File: config.mk
export PLATFORM = sky130hd
export DESIGN_NAME = system_control_wdt_wait_regs
export DESIGN_NICKNAME = d
export VERILOG_FILES = /design/src/sysctl_pkg.sv /design/src/sysctl_if.sv /design/src/system_control_wdt_wait_regs.sv /design/src/wait_gen.sv /design/src/watchdog_core.sv
export VERILOG_INCLUDE_DIRS = /design/src
export SDC_FILE = /design/constraint.sdc
export NUM_CORES = 1
export LEC_CHECK = 0
export BUFFER_PORTS_ARGS = -buffer_cell sky130_fd_sc_hd__buf_4
export CORE_MARGIN = 1
export CORE_UTILIZATION = 40
export CTS_BUF_LIST = sky130_fd_sc_hd__clkbuf_8 sky130_fd_sc_hd__clkbuf_16
export DETAILED_ROUTE_END_ITERATION = 6
export PLACE_DENSITY = 0.66
export SYNTH_ARGS = -nofsm -noshare
export SYNTH_HDL_FRONTEND = slang
export SYNTH_HIERARCHICAL = 1
export SYNTH_SLANG_ARGS = --single-unit
File: constraint.sdc
create_clock -name sys_clk_i -period 2.55 [get_ports sys_clk_i]
set_clock_uncertainty 0.1 [all_clocks]
set_input_delay 0.1275 -clock sys_clk_i [delete_from_list [all_inputs] [get_ports sys_clk_i]]
set_output_delay 0.1275 -clock sys_clk_i [all_outputs]
set_load 0.02 [all_outputs]
File: src/sysctl_map.svh
// register map, keys, field positions, reset values and timing counts of system control
`ifndef SYSCTL_MAP_SVH
`define SYSCTL_MAP_SVH
`define ADDR_WDT_MASTER 8'hf0
`define ADDR_WDT_KEY    8'hf1
`define ADDR_CHAIN      8'hf4
`define ADDR_PTR        8'hee
`define ADDR_DATA       8'hef
`define ONCHIP_LO       8'h10
`define ONCHIP_HI       8'h1f
`define IDX_WAIT        8'h00
`define IDX_MEMB        8'h01
`define IDX_CSB         8'h02
`define IDX_MISC        8'h03
`define KEY_DISABLE     8'hb1
`define KEY_CLEAR       8'h4e
`define KEY_HALT        8'hdb
`define OP_PREFIX       8'hed
`define OP_RETURN       8'h4d
`define MASTER_RSVD     3'h3
`define MISC_MASK       8'h1f
`define RST_PERIOD      2'h3
`define RST_CHAIN       3'h0
`define RST_PTR         8'h00
`define RST_WAIT        8'hff
`define RST_MEMB        8'hf0
`define RST_CSB         8'h0f
`define RST_MISC        8'h01
`define BOOT_LAST_FETCH 4'hf
`define WDT_EXP0        16
`define WDT_EXP1        18
`define WDT_EXP2        20
`define WDT_EXP3        22
`endif

File: src/sysctl_pkg.sv
// types shared by the system control block
package sysctl_pkg;
    typedef enum logic [2:0] {CYC_NONE, CYC_FETCH, CYC_MEM, CYC_IO, CYC_INTACK} cyc_kind_t;
    typedef enum logic [1:0] {HALT_IDLE1, HALT_IDLE2, HALT_STOP, HALT_RUN} halt_mode_t;
    typedef enum logic {BOOT_FORCED, BOOT_DONE} boot_state_t;
endpackage : sysctl_pkg

File: src/sysctl_if.sv
// signals between the register bank, the wait generator and the watchdog counter
`timescale 1ns/1ps
interface sysctl_if;
    logic [7:0] wait_ctrl;
    logic [7:0] mem_bound;
    logic       onchip;
    logic       wdt_run;
    logic       wdt_clear;
    logic [1:0] wdt_period;
    modport regs  (output wait_ctrl, mem_bound, onchip, wdt_run, wdt_clear, wdt_period);
    modport waits (input wait_ctrl, mem_bound, onchip);
    modport dog   (input wdt_run, wdt_clear, wdt_period);
endinterface : sysctl_if

File: src/system_control_wdt_wait_regs.sv
// system control registers: watchdog keys, chain order, config pointer and wait control
`timescale 1ns/1ps
`include "sysctl_map.svh"
module system_control_wdt_wait_regs #(
    parameter int unsigned WDT_PERIOD0 = 32'd1 << `WDT_EXP0,
    parameter int unsigned WDT_PERIOD1 = 32'd1 << `WDT_EXP1,
    parameter int unsigned WDT_PERIOD2 = 32'd1 << `WDT_EXP2,
    parameter int unsigned WDT_PERIOD3 = 32'd1 << `WDT_EXP3
) (
    // clock, reset, enable
    input  wire logic                   sys_clk_i,
    input  wire logic                   resetn_i,
    input  wire logic                   ce_i,
    // on-chip i/o access from the core
    input  wire logic                   io_wr_i,
    input  wire logic                   io_rd_i,
    input  wire logic [7:0]             io_addr_i,
    input  wire logic [7:0]             io_wdata_i,
    output logic      [7:0]             io_rdata_o,
    output logic                        io_claim_o,
    // bus cycle announcements for wait insertion
    input  wire logic                   cyc_start_i,
    input  wire sysctl_pkg::cyc_kind_t  cyc_kind_i,
    input  wire logic [15:0]            cyc_addr_i,
    input  wire logic                   fetch_end_i,
    input  wire logic [7:0]             fetch_opcode_i,
    output logic                        wait_o,
    // control toward the rest of the device
    output logic                        wdt_timeout_o,
    output sysctl_pkg::halt_mode_t      halt_mode_o,
    output logic      [2:0]             chain_order_o,
    output logic      [7:0]             mem_bound_o,
    output logic      [7:0]             cs_bound_o,
    output logic      [7:0]             misc_ctrl_o
);
    import sysctl_pkg::*;

    ////////////////////////////////////////////////////////////////////////////////
    // state
    logic        wdt_en_ff;
    logic [1:0]  wdt_period_ff;
    halt_mode_t  halt_ff;
    logic        wdt_run_ff;
    logic        halt_armed_ff;
    logic [2:0]  chain_ff;
    logic [7:0]  ptr_ff;
    logic [7:0]  wait_ctrl_ff;
    logic [7:0]  memb_ff;
    logic [7:0]  csb_ff;
    logic [7:0]  misc_ff;
    boot_state_t boot_ff;
    logic [3:0]  fetch_cnt_ff;
    logic [7:0]  rdata_ff;
    logic        claim_ff;

    // decode
    logic        wr_master;
    logic        wr_key;
    logic        wr_chain;
    logic        wr_ptr;
    logic        wr_data;
    logic        wr_wait;
    logic        wr_any;
    logic        key_disable;
    logic        key_clear;
    logic        key_halt;
    logic        rd_hit;
    logic [7:0]  rd_val;
    logic [7:0]  cyc_port;

    sysctl_if sif ();

    ////////////////////////////////////////////////////////////////////////////////
    // address decode of the core's i/o writes
    assign wr_master   = io_wr_i && (io_addr_i == `ADDR_WDT_MASTER);
    assign wr_key      = io_wr_i && (io_addr_i == `ADDR_WDT_KEY);
    assign wr_chain    = io_wr_i && (io_addr_i == `ADDR_CHAIN);
    assign wr_ptr      = io_wr_i && (io_addr_i == `ADDR_PTR);
    assign wr_data     = io_wr_i && (io_addr_i == `ADDR_DATA);
    assign wr_wait     = wr_data && (ptr_ff == `IDX_WAIT);
    assign wr_any      = wr_master || wr_key || wr_chain || wr_ptr || wr_data;
    assign key_disable = wr_key && (io_wdata_i == `KEY_DISABLE);
    assign key_clear   = wr_key && (io_wdata_i == `KEY_CLEAR);
    assign key_halt    = wr_key && (io_wdata_i == `KEY_HALT);

    ////////////////////////////////////////////////////////////////////////////////
    // watchdog master fields
    always_ff @(posedge sys_clk_i) begin
        if (!resetn_i) begin
            wdt_en_ff     <= 1'b1;
            wdt_period_ff <= `RST_PERIOD;
            halt_ff       <= HALT_RUN;
        end else if (ce_i && wr_master) begin
            wdt_en_ff     <= io_wdata_i[7];
            wdt_period_ff <= io_wdata_i[6:5];
            if (halt_armed_ff) begin
                halt_ff <= halt_mode_t'(io_wdata_i[4:3]);
            end
        end
    end

    // clearing the enable bit alone must not stop the count; runaway code rarely hits two keys
    always_ff @(posedge sys_clk_i) begin
        if (!resetn_i) begin
            wdt_run_ff <= 1'b1;
        end else if (ce_i) begin
            if (wr_master && io_wdata_i[7]) begin
                wdt_run_ff <= 1'b1;
            end else if (key_disable && !wdt_en_ff) begin
                wdt_run_ff <= 1'b0;
            end
        end
    end

    // the mode key only holds until the very next i/o write of any kind
    always_ff @(posedge sys_clk_i) begin
        if (!resetn_i) begin
            halt_armed_ff <= 1'b0;
        end else if (ce_i && io_wr_i) begin
            halt_armed_ff <= key_halt;
        end
    end

    ////////////////////////////////////////////////////////////////////////////////
    // chain order and config pointer
    always_ff @(posedge sys_clk_i) begin
        if (!resetn_i) begin
            chain_ff <= `RST_CHAIN;
        end else if (ce_i && wr_chain) begin
            chain_ff <= io_wdata_i[2:0];
        end
    end

    // reserved pointer values are stored as written; the data port then reads zero
    always_ff @(posedge sys_clk_i) begin
        if (!resetn_i) begin
            ptr_ff <= `RST_PTR;
        end else if (ce_i && wr_ptr) begin
            ptr_ff <= io_wdata_i;
        end
    end

    ////////////////////////////////////////////////////////////////////////////////
    // indirect config registers
    always_ff @(posedge sys_clk_i) begin
        if (!resetn_i) begin
            memb_ff <= `RST_MEMB;
            csb_ff  <= `RST_CSB;
            misc_ff <= `RST_MISC;
        end else if (ce_i && wr_data) begin
            case (ptr_ff)
                `IDX_MEMB: memb_ff <= io_wdata_i;
                `IDX_CSB:  csb_ff  <= io_wdata_i;
                `IDX_MISC: misc_ff <= io_wdata_i & `MISC_MASK;
                default:   ;
            endcase
        end
    end

    // a software write in the 16th fetch cycle wins over the automatic clear
    always_ff @(posedge sys_clk_i) begin
        if (!resetn_i) begin
            wait_ctrl_ff <= `RST_WAIT;
            boot_ff      <= BOOT_FORCED;
            fetch_cnt_ff <= 4'h0;
        end else if (ce_i) begin
            if (wr_wait) begin
                wait_ctrl_ff <= io_wdata_i;
                boot_ff      <= BOOT_DONE;
            end else begin
                case (boot_ff)
                    BOOT_FORCED: begin
                        if (fetch_end_i) begin
                            fetch_cnt_ff <= fetch_cnt_ff + 4'h1;
                            if (fetch_cnt_ff == `BOOT_LAST_FETCH) begin
                                wait_ctrl_ff <= 8'h00;
                                boot_ff      <= BOOT_DONE;
                            end
                        end
                    end
                    BOOT_DONE: ;
                    default:   boot_ff <= BOOT_DONE;
                endcase
            end
        end
    end

    ////////////////////////////////////////////////////////////////////////////////
    // read side; write-only addresses are not claimed on reads
    always_comb begin
        rd_val = 8'h00;
        rd_hit = 1'b0;
        case (io_addr_i)
            `ADDR_WDT_MASTER: begin
                rd_hit = 1'b1;
                rd_val = {wdt_en_ff, wdt_period_ff, halt_ff, `MASTER_RSVD};
            end
            `ADDR_PTR: begin
                rd_hit = 1'b1;
                rd_val = ptr_ff;
            end
            `ADDR_DATA: begin
                rd_hit = 1'b1;
                case (ptr_ff)
                    `IDX_WAIT: rd_val = wait_ctrl_ff;
                    `IDX_MEMB: rd_val = memb_ff;
                    `IDX_CSB:  rd_val = csb_ff;
                    `IDX_MISC: rd_val = misc_ff;
                    default:   rd_val = 8'h00;
                endcase
            end
            default: ;
        endcase
    end

    always_ff @(posedge sys_clk_i) begin
        if (!resetn_i) begin
            rdata_ff <= 8'h00;
            claim_ff <= 1'b0;
        end else if (ce_i) begin
            claim_ff <= (io_rd_i && rd_hit) || wr_any;
            if (io_rd_i) begin
                rdata_ff <= rd_val;
            end
        end
    end

    ////////////////////////////////////////////////////////////////////////////////
    // on-chip i/o decode for the wait generator, only the low address byte counts
    assign cyc_port = cyc_addr_i[7:0];
    assign sif.onchip = (cyc_port >= `ONCHIP_LO && cyc_port <= `ONCHIP_HI)
                     || cyc_port == `ADDR_WDT_MASTER || cyc_port == `ADDR_WDT_KEY
                     || cyc_port == `ADDR_CHAIN || cyc_port == `ADDR_PTR
                     || cyc_port == `ADDR_DATA;
    assign sif.wait_ctrl  = wait_ctrl_ff;
    assign sif.mem_bound  = memb_ff;
    assign sif.wdt_run    = wdt_run_ff;
    assign sif.wdt_clear  = key_clear;
    assign sif.wdt_period = wdt_period_ff;

    wait_gen u_wait (
        .sys_clk_i      (sys_clk_i),
        .resetn_i       (resetn_i),
        .ce_i           (ce_i),
        .sif            (sif),
        .cyc_start_i    (cyc_start_i),
        .cyc_kind_i     (cyc_kind_i),
        .cyc_addr_i     (cyc_addr_i),
        .fetch_end_i    (fetch_end_i),
        .fetch_opcode_i (fetch_opcode_i),
        .wait_o         (wait_o)
    );

    watchdog_core #(
        .PERIOD0 (WDT_PERIOD0),
        .PERIOD1 (WDT_PERIOD1),
        .PERIOD2 (WDT_PERIOD2),
        .PERIOD3 (WDT_PERIOD3)
    ) u_dog (
        .sys_clk_i (sys_clk_i),
        .resetn_i  (resetn_i),
        .ce_i      (ce_i),
        .sif       (sif),
        .timeout_o (wdt_timeout_o)
    );

    assign io_rdata_o    = rdata_ff;
    assign io_claim_o    = claim_ff;
    assign halt_mode_o   = halt_ff;
    assign chain_order_o = chain_ff;
    assign mem_bound_o   = memb_ff;
    assign cs_bound_o    = csb_ff;
    assign misc_ctrl_o   = misc_ff;
endmodule : system_control_wdt_wait_regs

File: src/wait_gen.sv
// wait state generator for fetch, memory, i/o, acknowledge and return cycles
`timescale 1ns/1ps
`include "sysctl_map.svh"
module wait_gen (
    // clock, reset, enable
    input  wire logic                  sys_clk_i,
    input  wire logic                  resetn_i,
    input  wire logic                  ce_i,
    // settings from the register bank
    sysctl_if.waits                    sif,
    // bus cycle announcements
    input  wire logic                  cyc_start_i,
    input  wire sysctl_pkg::cyc_kind_t cyc_kind_i,
    input  wire logic [15:0]           cyc_addr_i,
    input  wire logic                  fetch_end_i,
    input  wire logic [7:0]            fetch_opcode_i,
    // wait request to the core
    output logic                       wait_o
);
    import sysctl_pkg::*;
    logic [2:0] cnt_ff;
    logic [2:0] nxt_cnt;
    logic [2:0] load;
    logic [2:0] mem_n;
    logic [2:0] ret_load;
    logic [1:0] chain;
    logic       prefix_ff;
    logic       in_bound;
    logic       ret_hit;

    assign chain    = sif.wait_ctrl[7:6];
    assign in_bound = (cyc_addr_i[15:12] <= sif.mem_bound[7:4])
                   && (cyc_addr_i[15:12] >= sif.mem_bound[3:0]);
    assign mem_n    = in_bound ? {1'b0, sif.wait_ctrl[3:2]} : 3'h0;
    assign ret_hit  = fetch_end_i && prefix_ff && chain[1];
    assign ret_load = (fetch_opcode_i == `OP_RETURN) ? (chain[0] ? 3'h4 : 3'h2) : 3'h1;

    always_comb begin
        case (cyc_kind_i)
            CYC_FETCH:  load = mem_n + {2'h0, sif.wait_ctrl[4]};
            CYC_MEM:    load = mem_n;
            CYC_IO:     load = sif.onchip ? 3'h0 : {sif.wait_ctrl[1:0], 1'b0};
            CYC_INTACK: load = {chain, 1'b0} + {2'h0, sif.wait_ctrl[5]};
            default:    load = 3'h0;
        endcase
        if (cyc_start_i) begin
            nxt_cnt = load;
        end else if (ret_hit) begin
            nxt_cnt = ret_load;
        end else if (cnt_ff != 3'h0) begin
            nxt_cnt = cnt_ff - 3'h1;
        end else begin
            nxt_cnt = 3'h0;
        end
    end

    always_ff @(posedge sys_clk_i) begin
        if (!resetn_i) begin
            cnt_ff    <= 3'h0;
            wait_o    <= 1'b0;
            prefix_ff <= 1'b0;
        end else if (ce_i) begin
            cnt_ff <= nxt_cnt;
            wait_o <= (nxt_cnt != 3'h0);
            if (fetch_end_i) begin
                prefix_ff <= (fetch_opcode_i == `OP_PREFIX);
            end
        end
    end
endmodule : wait_gen

File: src/watchdog_core.sv
// watchdog counter with selectable period and timeout pulse
`timescale 1ns/1ps
`include "sysctl_map.svh"
module watchdog_core #(
    parameter int unsigned PERIOD0 = 32'd1 << `WDT_EXP0,
    parameter int unsigned PERIOD1 = 32'd1 << `WDT_EXP1,
    parameter int unsigned PERIOD2 = 32'd1 << `WDT_EXP2,
    parameter int unsigned PERIOD3 = 32'd1 << `WDT_EXP3
) (
    // clock, reset, enable
    input  wire logic sys_clk_i,
    input  wire logic resetn_i,
    input  wire logic ce_i,
    // control from the register bank
    sysctl_if.dog     sif,
    // expiry toward reset logic
    output logic      timeout_o
);
    import sysctl_pkg::*;
    logic [22:0] cnt_ff;
    logic [22:0] limit;
    logic        at_limit;

    always_comb begin
        case (sif.wdt_period)
            2'h0:    limit = PERIOD0[22:0];
            2'h1:    limit = PERIOD1[22:0];
            2'h2:    limit = PERIOD2[22:0];
            default: limit = PERIOD3[22:0];
        endcase
    end
    assign at_limit = (cnt_ff == limit - 23'h1);

    // a clear key in the expiry cycle wins, so software never races the timeout
    always_ff @(posedge sys_clk_i) begin
        if (!resetn_i) begin
            cnt_ff    <= '0;
            timeout_o <= 1'b0;
        end else if (ce_i) begin
            timeout_o <= sif.wdt_run && !sif.wdt_clear && at_limit;
            if (sif.wdt_clear || !sif.wdt_run || at_limit) begin
                cnt_ff <= '0;
            end else begin
                cnt_ff <= cnt_ff + 23'h1;
            end
        end
    end
endmodule : watchdog_core
# [After elaboration in Yosys (flattened, before gate mapping)]
# Cells that the tools add are included.
[totals] ff_bits=90 wordCells=137
[op_classes] add_sub_neg=6 magnitude_cmp=4 n_eq_ne=27 n_mux=23 n_bitwise=2 reduce_logical=55
[ops] cell="equality test 8 bit, second input constant" count=13
[ops] cell="case mux 23 bit (3 select lines)" count=1
[ops] cell="two-way mux 8 bit" count=4
[ops] cell="case mux 8 bit (4 select lines)" count=1
[ops] cell="case mux 8 bit (3 select lines)" count=1
[ops] cell="adder 23 x 1 -> 23 bit, second input constant" count=1
[ops] cell="equality test 23 bit" count=1
[ops] cell="logical AND 1 bit" count=23
[ops] cell="two-way mux 23 bit" count=1
[ops] cell="subtractor 23 x 1 -> 23 bit, second input constant" count=1
[ops] cell="two-way mux 3 bit" count=6
[ops] cell="equality test 8 x 2 -> 1 bit, second input constant" count=2
[ops] cell="equality test 8 x 7 -> 1 bit, second input constant" count=2
[ops] cell="AND reduction 2 bit" count=7
[ops] cell="logical OR 1 bit" count=12
[ops] cell="case mux 3 bit (4 select lines)" count=1
[ops] cell="equality test 8 x 1 -> 1 bit, second input constant" count=1
[ops] cell="greater-or-equal comparator 8 x 5 -> 1 bit, second input constant" count=1
[ops] cell="<= comparator 8 x 5 -> 1 bit, second input constant" count=1
[ops] cell="logical NOT 8 bit" count=1
[ops] cell="AND reduction 4 bit" count=2
[ops] cell="two-way mux 1 bit" count=7
[ops] cell="adder 3 x 1 -> 3 bit" count=2
[ops] cell="equality test 3 x 2 -> 1 bit, second input constant" count=2
[ops] cell="17 further kinds" count=23

# [Longest topological paths before layout]
# Gate-level depths: netlist of run 1.
[logic_depth] word_depth=11 ltp_mapped=13 mapped_depth_nobuf=13

# [Cells and area by module]
# Netlist of run 1, hierarchy kept.
[by_module_without_submodules] module="system_control_wdt_wait_regs" instances=1 cells_each=340 area_per_inst_um2=3034.2
[by_module_without_submodules] module="watchdog_core" instances=1 cells_each=145 area_per_inst_um2=1276.2
[by_module_without_submodules] module="wait_gen" instances=1 cells_each=87 area_per_inst_um2=696.9

# [Worst setup path before layout of run 1]
# OpenSTA, ideal clock, no wires.
[synth_path] path_type="flip-flop to flip-flop" start="register memb_ff[0] (netlist: mem_bound_o[0])" end="register u_wait.wait_o" setup_time_ps=141 arrival_ps=2532 path_slack_ps=-222 stages_incl_launch_ff=12 path_buffers=0 period_less_slack_ps=2772 path_cell_list="dfxtp_1 -> ha_1 -> nand2b_1 -> a2111oi_0 -> a21oi_1 -> and3_1 -> ha_1 -> ha_1 -> mux2i_1 -> o21ai_0 -> a211oi_1 -> a41oi_1"
[synth_via] elab_chain_cells=7
[synth_rtl] item="start: declaration" line_no="system_control_wdt_wait_regs.sv:48" source="logic [7:0] memb_ff;"
[synth_rtl] item="start signal: assignment" line_no="system_control_wdt_wait_regs.sv:147" source="memb_ff <= `RST_MEMB;"
[synth_rtl] item="start signal: assignment" line_no="system_control_wdt_wait_regs.sv:152" source="`IDX_MEMB: memb_ff <= io_wdata_i;"
[synth_rtl] item="greater-or-equal comparator 4 bit (*)" line_no="wait_gen.sv:33" source="&& (cyc_addr_i[15:12] >= sif.mem_bound[3:0]);"
[synth_rtl] item="logical AND 1 bit (*)" line_no="wait_gen.sv:33"
[synth_rtl] item="two-way mux 2 bit (*)" line_no="wait_gen.sv:34" source="assign mem_n = in_bound ? {1'b0, sif.wait_ctrl[3:2]} : 3'h0;"
[synth_rtl] item="adder 3 x 1 -> 3 bit" line_no="wait_gen.sv:40" source="CYC_FETCH: load = mem_n + {2'h0, sif.wait_ctrl[4]};"
[synth_rtl] item="case mux 3 bit (4 select lines) (*)" line_no="wait_gen.sv:39" source="case (cyc_kind_i)"
[synth_rtl] item="two-way mux 3 bit (*)" line_no="wait_gen.sv:46" source="if (cyc_start_i) begin"
[synth_rtl] item="nonzero test 3 bit (*)" line_no="wait_gen.sv:64" source="wait_o <= (nxt_cnt != 3'h0);"
[synth_rtl] item="end signal: assignment" line_no="wait_gen.sv:64"
[synth_rtl] item="end: declaration" line_no="wait_gen.sv:18" source="output logic wait_o"
# Every way passes the cells marked *; elsewhere a longest branch is shown, timed or not.
# A chain may end at the register's enable or synchronous reset.

# [Final worst setup path of run 1]
[layout_path] start="register memb_ff[7] (netlist: mem_bound_o[7])" end="register u_wait.wait_o"
[layout_via] elab_chain_cells=7
[layout_rtl] item="<= comparator 4 bit (*)" line_no="wait_gen.sv:32" source="assign in_bound = (cyc_addr_i[15:12] <= sif.mem_bound[7:4])"
[layout_rtl] item="logical AND 1 bit (*)" line_no="wait_gen.sv:33"
[layout_rtl] item="two-way mux 2 bit (*)" line_no="wait_gen.sv:34"
[layout_rtl] item="adder 3 x 1 -> 3 bit" line_no="wait_gen.sv:40"
[layout_rtl] item="case mux 3 bit (4 select lines) (*)" line_no="wait_gen.sv:39"
[layout_rtl] item="two-way mux 3 bit (*)" line_no="wait_gen.sv:46"
[layout_rtl] item="nonzero test 3 bit (*)" line_no="wait_gen.sv:64"
# Marks and branches as above.

==> flow_summary.ini, run 1 <==
[status]
status = finished with violations
violations = setup timing

[die]
die_w_um = 114
io_pins = 90
die_y_um = 114
num_rows = 40
core_area_sq_um = 12100
floorplan.initialDensity_pct = 41.3
dieArea_sq_um = 13000

[logic_synthesis]
synthTopCellsByArea = dfxtp_1 36%, mux2i_1 8.0%, nand2_1 5.9%, a21oi_1 4.3%, ha_1 3.5%
synth_flop_cell = dfxtp_1
ys_ff_latch = 90
async_flop_share_pct = 0
synth_edf_count = 0
syn_area_per_cell_sq_um = 8.75
syn-cell-area_sq_um = 5010
synth_top_area_cell = dfxtp_1
yosysSeqAreaShare_pct = 36.0
yosys_warnings = 6
synth_cells = 572
synth_cell_type_count = 76
synth_top_area_share_pct = 36.0

[routing]
vias = 4922
wl_um = 14500
routed_via_density = 5.86
drt-pass1-iter-count = 5
first_iter_violations = 270
wire_per_inst_um = 17.2
drtAntennaViolNets = 0
route.detailed.drc = 0

[finish]
antenna_cells = 0
final_common_cell = buf_4
syn_to_final_growth_pct = 28.6
layout.nets = 731
final_layout_size_suffix_gt1_share_pct = 25.4
layout_common_cells = 103 x buf_4, 84 x dfxtp_1, 79 x nand2_1, 42 x a21oi_1, 40 x mux2i_1

[flow_run]
cap_violations = 0

[placement]
dp.final_hpwl_um = 10500
gp_routability_congestion = 0.874
numPortBuffers = 82

[sta]
max_freq_mhz = 388
hold_violations = 0
setup_ws_ns = -0.0256
setup_viol = 1
hold_slack_ns = 0.0368
relSlewSlack_pct = 42.3
rsz0062_at_grt = yes
setup_tns_ns = -0.0256
drv_slew = 0
min_period_over_period_pct = 101
tightest_slew_ns = 0.864
finalCriticalPeriod_ns = 2.58

[clock_tree]
cts_root_buf = clkbuf_16
cts_tree = done
insertion_delay_ns = 0.34
cts.path.max_buffers = 2
htree_levels = 3
clk_pin_slew_ns = 0.06
clock_sinks = 90
cts_buffers = 9

[grt]
grt_pass1_vias = 4709
grt_max_degree = 47
grt_pass1_wl_um = 23400
track_usage_pct = 22.8
antenna_found_initial = 0
grt_overflow = 0

[worst_setup_path]
cp-start-kind = register
critical_path.max_stage_delay_ns = 0.33
cp_max_fo = 3
arrival_ns = 2.73
cp_slowest_cell = dfxtp_2
critPathKind = register to register
cp-end-kind = register
path_cells = inv_1, ha_4, and2_4, o21ai_2, a32o_2, and3_4, ha_4, nand3b_1, a21o_1, a22oi_2, a41oi_2, a41oi_2
required_ns = 2.71

[worst_hold_path]
min_path_type = input port to register

[power]
p_leak_nw = 2.56
ir_drop_mv = 0.409
powerDensity_nw_per_um2 = 481
state kept, by name, summed over array words and instances (netlist names), 2 cells and up:
name	flops
io_rdata_o	8
mem_bound_o	8
u_wait/cnt_ff	3
chain_order_o	3
halt_mode_o	2
fetch_cnt_ff	4
misc_ctrl_o	5
sif.wait_ctrl	8
ptr_ff	8
u_dog/cnt_ff	23
sif.wdt_period	2
cs_bound_o	8
final timing paths:
| kind | from | end | slack (ns) | depth (start not counted) |
|---|---|---|---|---|
| max | mem_bound_o[7]$_SDFFE_PN1P_ | u_wait/wait_o$_SDFFE_PN0P_ | -0.03 | 12 |
| min | io_rd_i | io_rdata_o[0]$_SDFFE_PN0P_ | 0.04 | 3 |
| max reg2reg | mem_bound_o[7]$_SDFFE_PN1P_ | u_wait/wait_o$_SDFFE_PN0P_ | -0.03 | 12 |
| min reg2reg | io_rdata_o[7]$_SDFFE_PN0P_ | io_rdata_o[7]$_SDFFE_PN0P_ | 0.34 | 2 |
final cells by class:
| cell class | count | area (sq um) |
|---|---|---|
| timing repair buffer | 111 | 853 |
| sequential | 90 | 1810 |
| clock buffer | 10 | 239 |
| multi-input combinational | 436 | 3190 |
| clock inverter | 6 | 58.8 |
| fill | 1140 | 5670 |
| tap | 168 | 210 |
| inverter | 19 | 71.3 |
report_power, final:
part / switching, mW / internal (mW) / leakage (nW) / total (mW)
clock network: 0.554 / 0.779 / 0.151 / 1.33
logic: 0.184 / 0.149 / 1.68 / 0.333
registers: 0.0159 / 1.42 / 0.728 / 1.43
cell families (layout without fill, tap and decap cells):
| logic type | after synthesis | after routing | synth area share (%) |
|---|---|---|---|
| fa+ha+maj | 15 | 15 | 3.70 |
| other cells | 1 | 3 | 0.0749 |
| mux | 46 | 46 | 10.5 |
| simple gates | 239 | 239 | 27.5 |
| compound gates | 120 | 120 | 16.0 |
| flops | 90 | 90 | 36.0 |
| xor+xnor | 13 | 13 | 2.27 |
| buf+inv | 48 | 146 | 3.92 |
worst max-delay path: cells and delay by family (launching register included):
| kind | cells | cell delay (ns) |
|---|---|---|
| AOI/OAI and AO/OA | 6 | 1.07 |
| buffers and inverters | 1 | 0.06 |
| adders and majority gates | 2 | 0.51 |
| and+or+nand+nor | 3 | 0.42 |
| DFF | 1 | 0.33 |
routing by layer:
| metal | wire length, um | vias to the layer above | part of all wire [%] | track usage (%) |
|---|---|---|---|---|
| met5 | 0 | - | 0 | 0 |
| met4 | 413 | 0 | 2.9 | 9.78 |
| met3 | 704 | 41 | 4.9 | 3.19 |
| met2 | 7100 | 179 | 49 | 38.5 |
| met1 | 6260 | 2381 | 43 | 29.2 |
| li1 | - | 2321 | - | - |
per-stage QoR:
step / total power [mW] / instance area [sq um] / worst slack (ns) / util [%] / cells
finish: 3.10 / 6440 / -0.0256 / 53.2 / 840
global route: 3.21 / 6440 / -0.0460 / 53.2 / 840
CTS: 3.10 / 6330 / -0.0265 / 52.3 / 840
detailed placement: 1.75 / 5890 / -0.142 / 48.6 / 815
global placement: 1.74 / 5890 / -0.0221 / 48.6 / 815
floorplan: 1.61 / 5030 / 0.0340 / - / 574
timing repair:
| action | in CTS | in global routing |
|---|---|---|
| endpoints found under the hold margin | 19 | 0 |
| setup endpoints to repair | 3 | 4 |
| resized for setup | 10 | 18 |
| pin swaps | 6 | 15 |
| setup buffers | 1 | 0 |
| hold buffers | 8 | 0 |
cells in the mapped netlist (all sizes together), types with 14 or more instances:
cell type / instances
dfxtp: 90
nand2: 79
a21oi: 44
mux2i: 40
nor2: 28
clkbuf: 22
inv: 18
nand4: 18
nand3: 16
o21ai: 15
ha: 14
No activity file was read; power rests on OpenSTA's default activity.
==> run 2, diff against run 1 <==
ABC_AREA = 1   (was default)
PLACE_DENSITY = 0.63   (was 0.66)
clock period = 3.3 ns   (was 2.55 ns; I/O delays follow)
==> flow_summary.ini, run 2 <==
[worst_setup_path]
cp-start-kind = register
critical_path.max_stage_delay_ns = 0.38
cp-end-kind = register
crit_start = mem_bound_o[3]$_SDFFE_PN0P_
r2r-start = mem_bound_o[3]$_SDFFE_PN0P_
arrival_ns = 2.66
required_ns = 3.44
critPathKind = register to register
path_cells = inv_1, ha_1, a21oi_1, nand3_1, nand2_1, nor2_1, ha_1, ha_1, inv_1, o22ai_1, nor2_1, nand2_1, a21oi_1, nand2_1, o211ai_1, inv_1
cp_slowest_cell = dfxtp_1
cp_max_fo = 4

[grt]
grt_pass1_wl_um = 23200
gr-max-usage-layer = met2
antenna_found_initial = 0
grt_pass1_vias = 4855
grt_overflow = 0
use_met2_pct = 38.7
grt_max_degree = 63
met3_usage_pct = 6.01
grt_util_met1_pct = 26.9
track_usage_pct = 22.4

[logic_synthesis]
async_flop_share_pct = 0
synth_top_area_share_pct = 34.6
yosysSeqAreaShare_pct = 34.6
synthMuxAreaShare_pct = 0
synth_top_area_cell = dfxtp_1
synthTopCellsByCount = 139 x nand2_1, 90 x dfxtp_1, 77 x inv_1, 73 x nand3_1, 59 x nor2_1
synth_cells = 722
synth_compound_area_share_pct = 14.9
synth-xor-area-share_pct = 2.52
synth_edf_count = 0
syn_area_per_cell_sq_um = 7.21
yosys.cell_count.top_type = nand2_1
syn-cell-area_sq_um = 5210
ys_ff_latch = 90
synth_top_family_by_area = simple AND/OR/NAND/NOR gates
synth_cell_type_count = 47
synthAdderAreaFrac_pct = 3.36
synthTopCellsByArea = dfxtp_1 35%, nand2_1 10%, nand3_1 7.0%, inv_1 5.6%, a21oi_1 4.4%
synth-simple-area-share_pct = 35.9
synth_flop_cell = dfxtp_1
yosys_warnings = 6

[finish]
nFillCells = 1298
largest_reg_flops = 23
layout.nets = 869
syn_to_final_growth_pct = 19.9
multi_input_area_sq_um = 2960
layout_common_cells = 139 x nand2_1, 90 x dfxtp_1, 82 x buf_4, 78 x inv_1, 73 x nand3_1
antenna_cells = 0
final_layout_size_suffix_gt1_share_pct = 22.3
final_common_cell = nand2_1
seqCellArea_sq_um = 1800
top_register = u_dog/cnt_ff

[power]
ir_drop_mv = 0.285
p_leak_nw = 2.90
powerDensity_nw_per_um2 = 369

[routing]
first_iter_violations = 342
wire_per_inst_um = 14.3
route.detailed.drc = 0
wl_um = 14000
drt-pass1-iter-count = 4
routed_via_density = 5.08
drtAntennaViolNets = 0
vias = 4993

[sta]
drv_slew = 0
min_period_over_period_pct = 76.6
rsz0062_at_grt = no
tightest_slew_ns = 0.678
setup_tns_ns = 0
max_freq_mhz = 396
finalCriticalPeriod_ns = 2.53
setup_viol = 0
relSlewSlack_pct = 54.8
hold_violations = 0
hold_slack_ns = 0.00834

[placement]
dp.final_hpwl_um = 10500
gp_routability_congestion = 0.862
numPortBuffers = 82

[status]
status = finished, final reports clean

[clock_tree]
cts_buffers = 9
clk_pin_slew_ns = 0.06
clock_sinks = 90
cts_tree = done
cts.path.max_buffers = 2
insertion_delay_ns = 0.35
cts_root_buf = clkbuf_16
htree_levels = 3
post_cts_buffers = 0

[die]
num_rows = 41
core_area_sq_um = 12700
floorplan.initialDensity_pct = 41.1
dieArea_sq_um = 13500
die_y_um = 116
io_pins = 90
die_w_um = 116

[worst_hold_path]
worstHoldStart = fetch_opcode_i[1]
min_path_type = input port to register

[flow_run]
cap_violations = 0
==> run 2: what timing repair did <==
item	CTS	global route
gates resized for setup	0	0
hold endpoints to repair	4	0
hold buffers	4	0
setup endpoints to repair	0	0
==> run 2: where the power goes <==
group | switching [mW] | internal, mW | total (mW)
logic | 0.142 | 0.0897 | 0.231
clock network | 0.439 | 0.524 | 0.963
registers | 0.00981 | 1.10 | 1.11
total | 0.590 | 1.71 | 2.30
==> run 2: critical path, delay by kind of cell (launching register included) <==
family                     cells  cell delay (ns)
DFF                            1             0.38
buffers and inverters          3             0.17
AOI/OAI and AO/OA              4             0.43
adders and majority gates      3             0.75
and+or+nand+nor                6             0.56
==> run 2: through the flow <==
stage          cell area [sq um]  setup slack [ns]  util (%)  std cells  power, mW
2_1_floorplan               5210             0.919         -        724       1.27
6_report                    6240             0.772      49.3        982       2.30
4_1_cts                     6240             0.773      49.3        982       2.32
3_5_place_dp                5930             0.783      46.8        962       1.36
5_1_grt                     6240             0.549      49.3        982       2.40
3_3_place_gp                5930             0.859      46.8        962       1.35
==> run 2: final cells by class <==
type	instances	area share, %
Multi-Input combinational cell	530	47.4
Sequential cell	90	28.9
Timing Repair Buffer	86	10.5
Inverter	88	5.39
Clock buffer	10	3.83
Tap cell	172	3.45
Clock inverter	6	0.541
==> run 2: final timing paths <==
kind,to,slack [ns],cells after the start
setup / recovery,u_wait/cnt_ff[1]$_SDFFE_PN0P_,0.77,16
hold / removal,u_wait/prefix_ff$_SDFFE_PN0P_,0.008,4
setup reg to reg,u_wait/cnt_ff[1]$_SDFFE_PN0P_,0.77,16
hold reg to reg,sif.wdt_run$_SDFFE_PN1P_,0.37,2
==> run 2: layer usage <==
layer / wire length (um) / vias to the layer above
met5: 0 / -
met4: 225 / 0
met3: 624 / 20
met2: 6980 / 105
met1: 6170 / 2314
li1: - / 2554
==> run 2: kinds of logic (layout without fill, tap and decap cells) <==
group / count (synthesis) / count (layout)
compound gates: 129 / 129
other cells: 1 / 3
fa+ha+maj: 14 / 14
buf+inv: 104 / 190
xor+xnor: 15 / 15
simple gates: 369 / 369
flops: 90 / 90
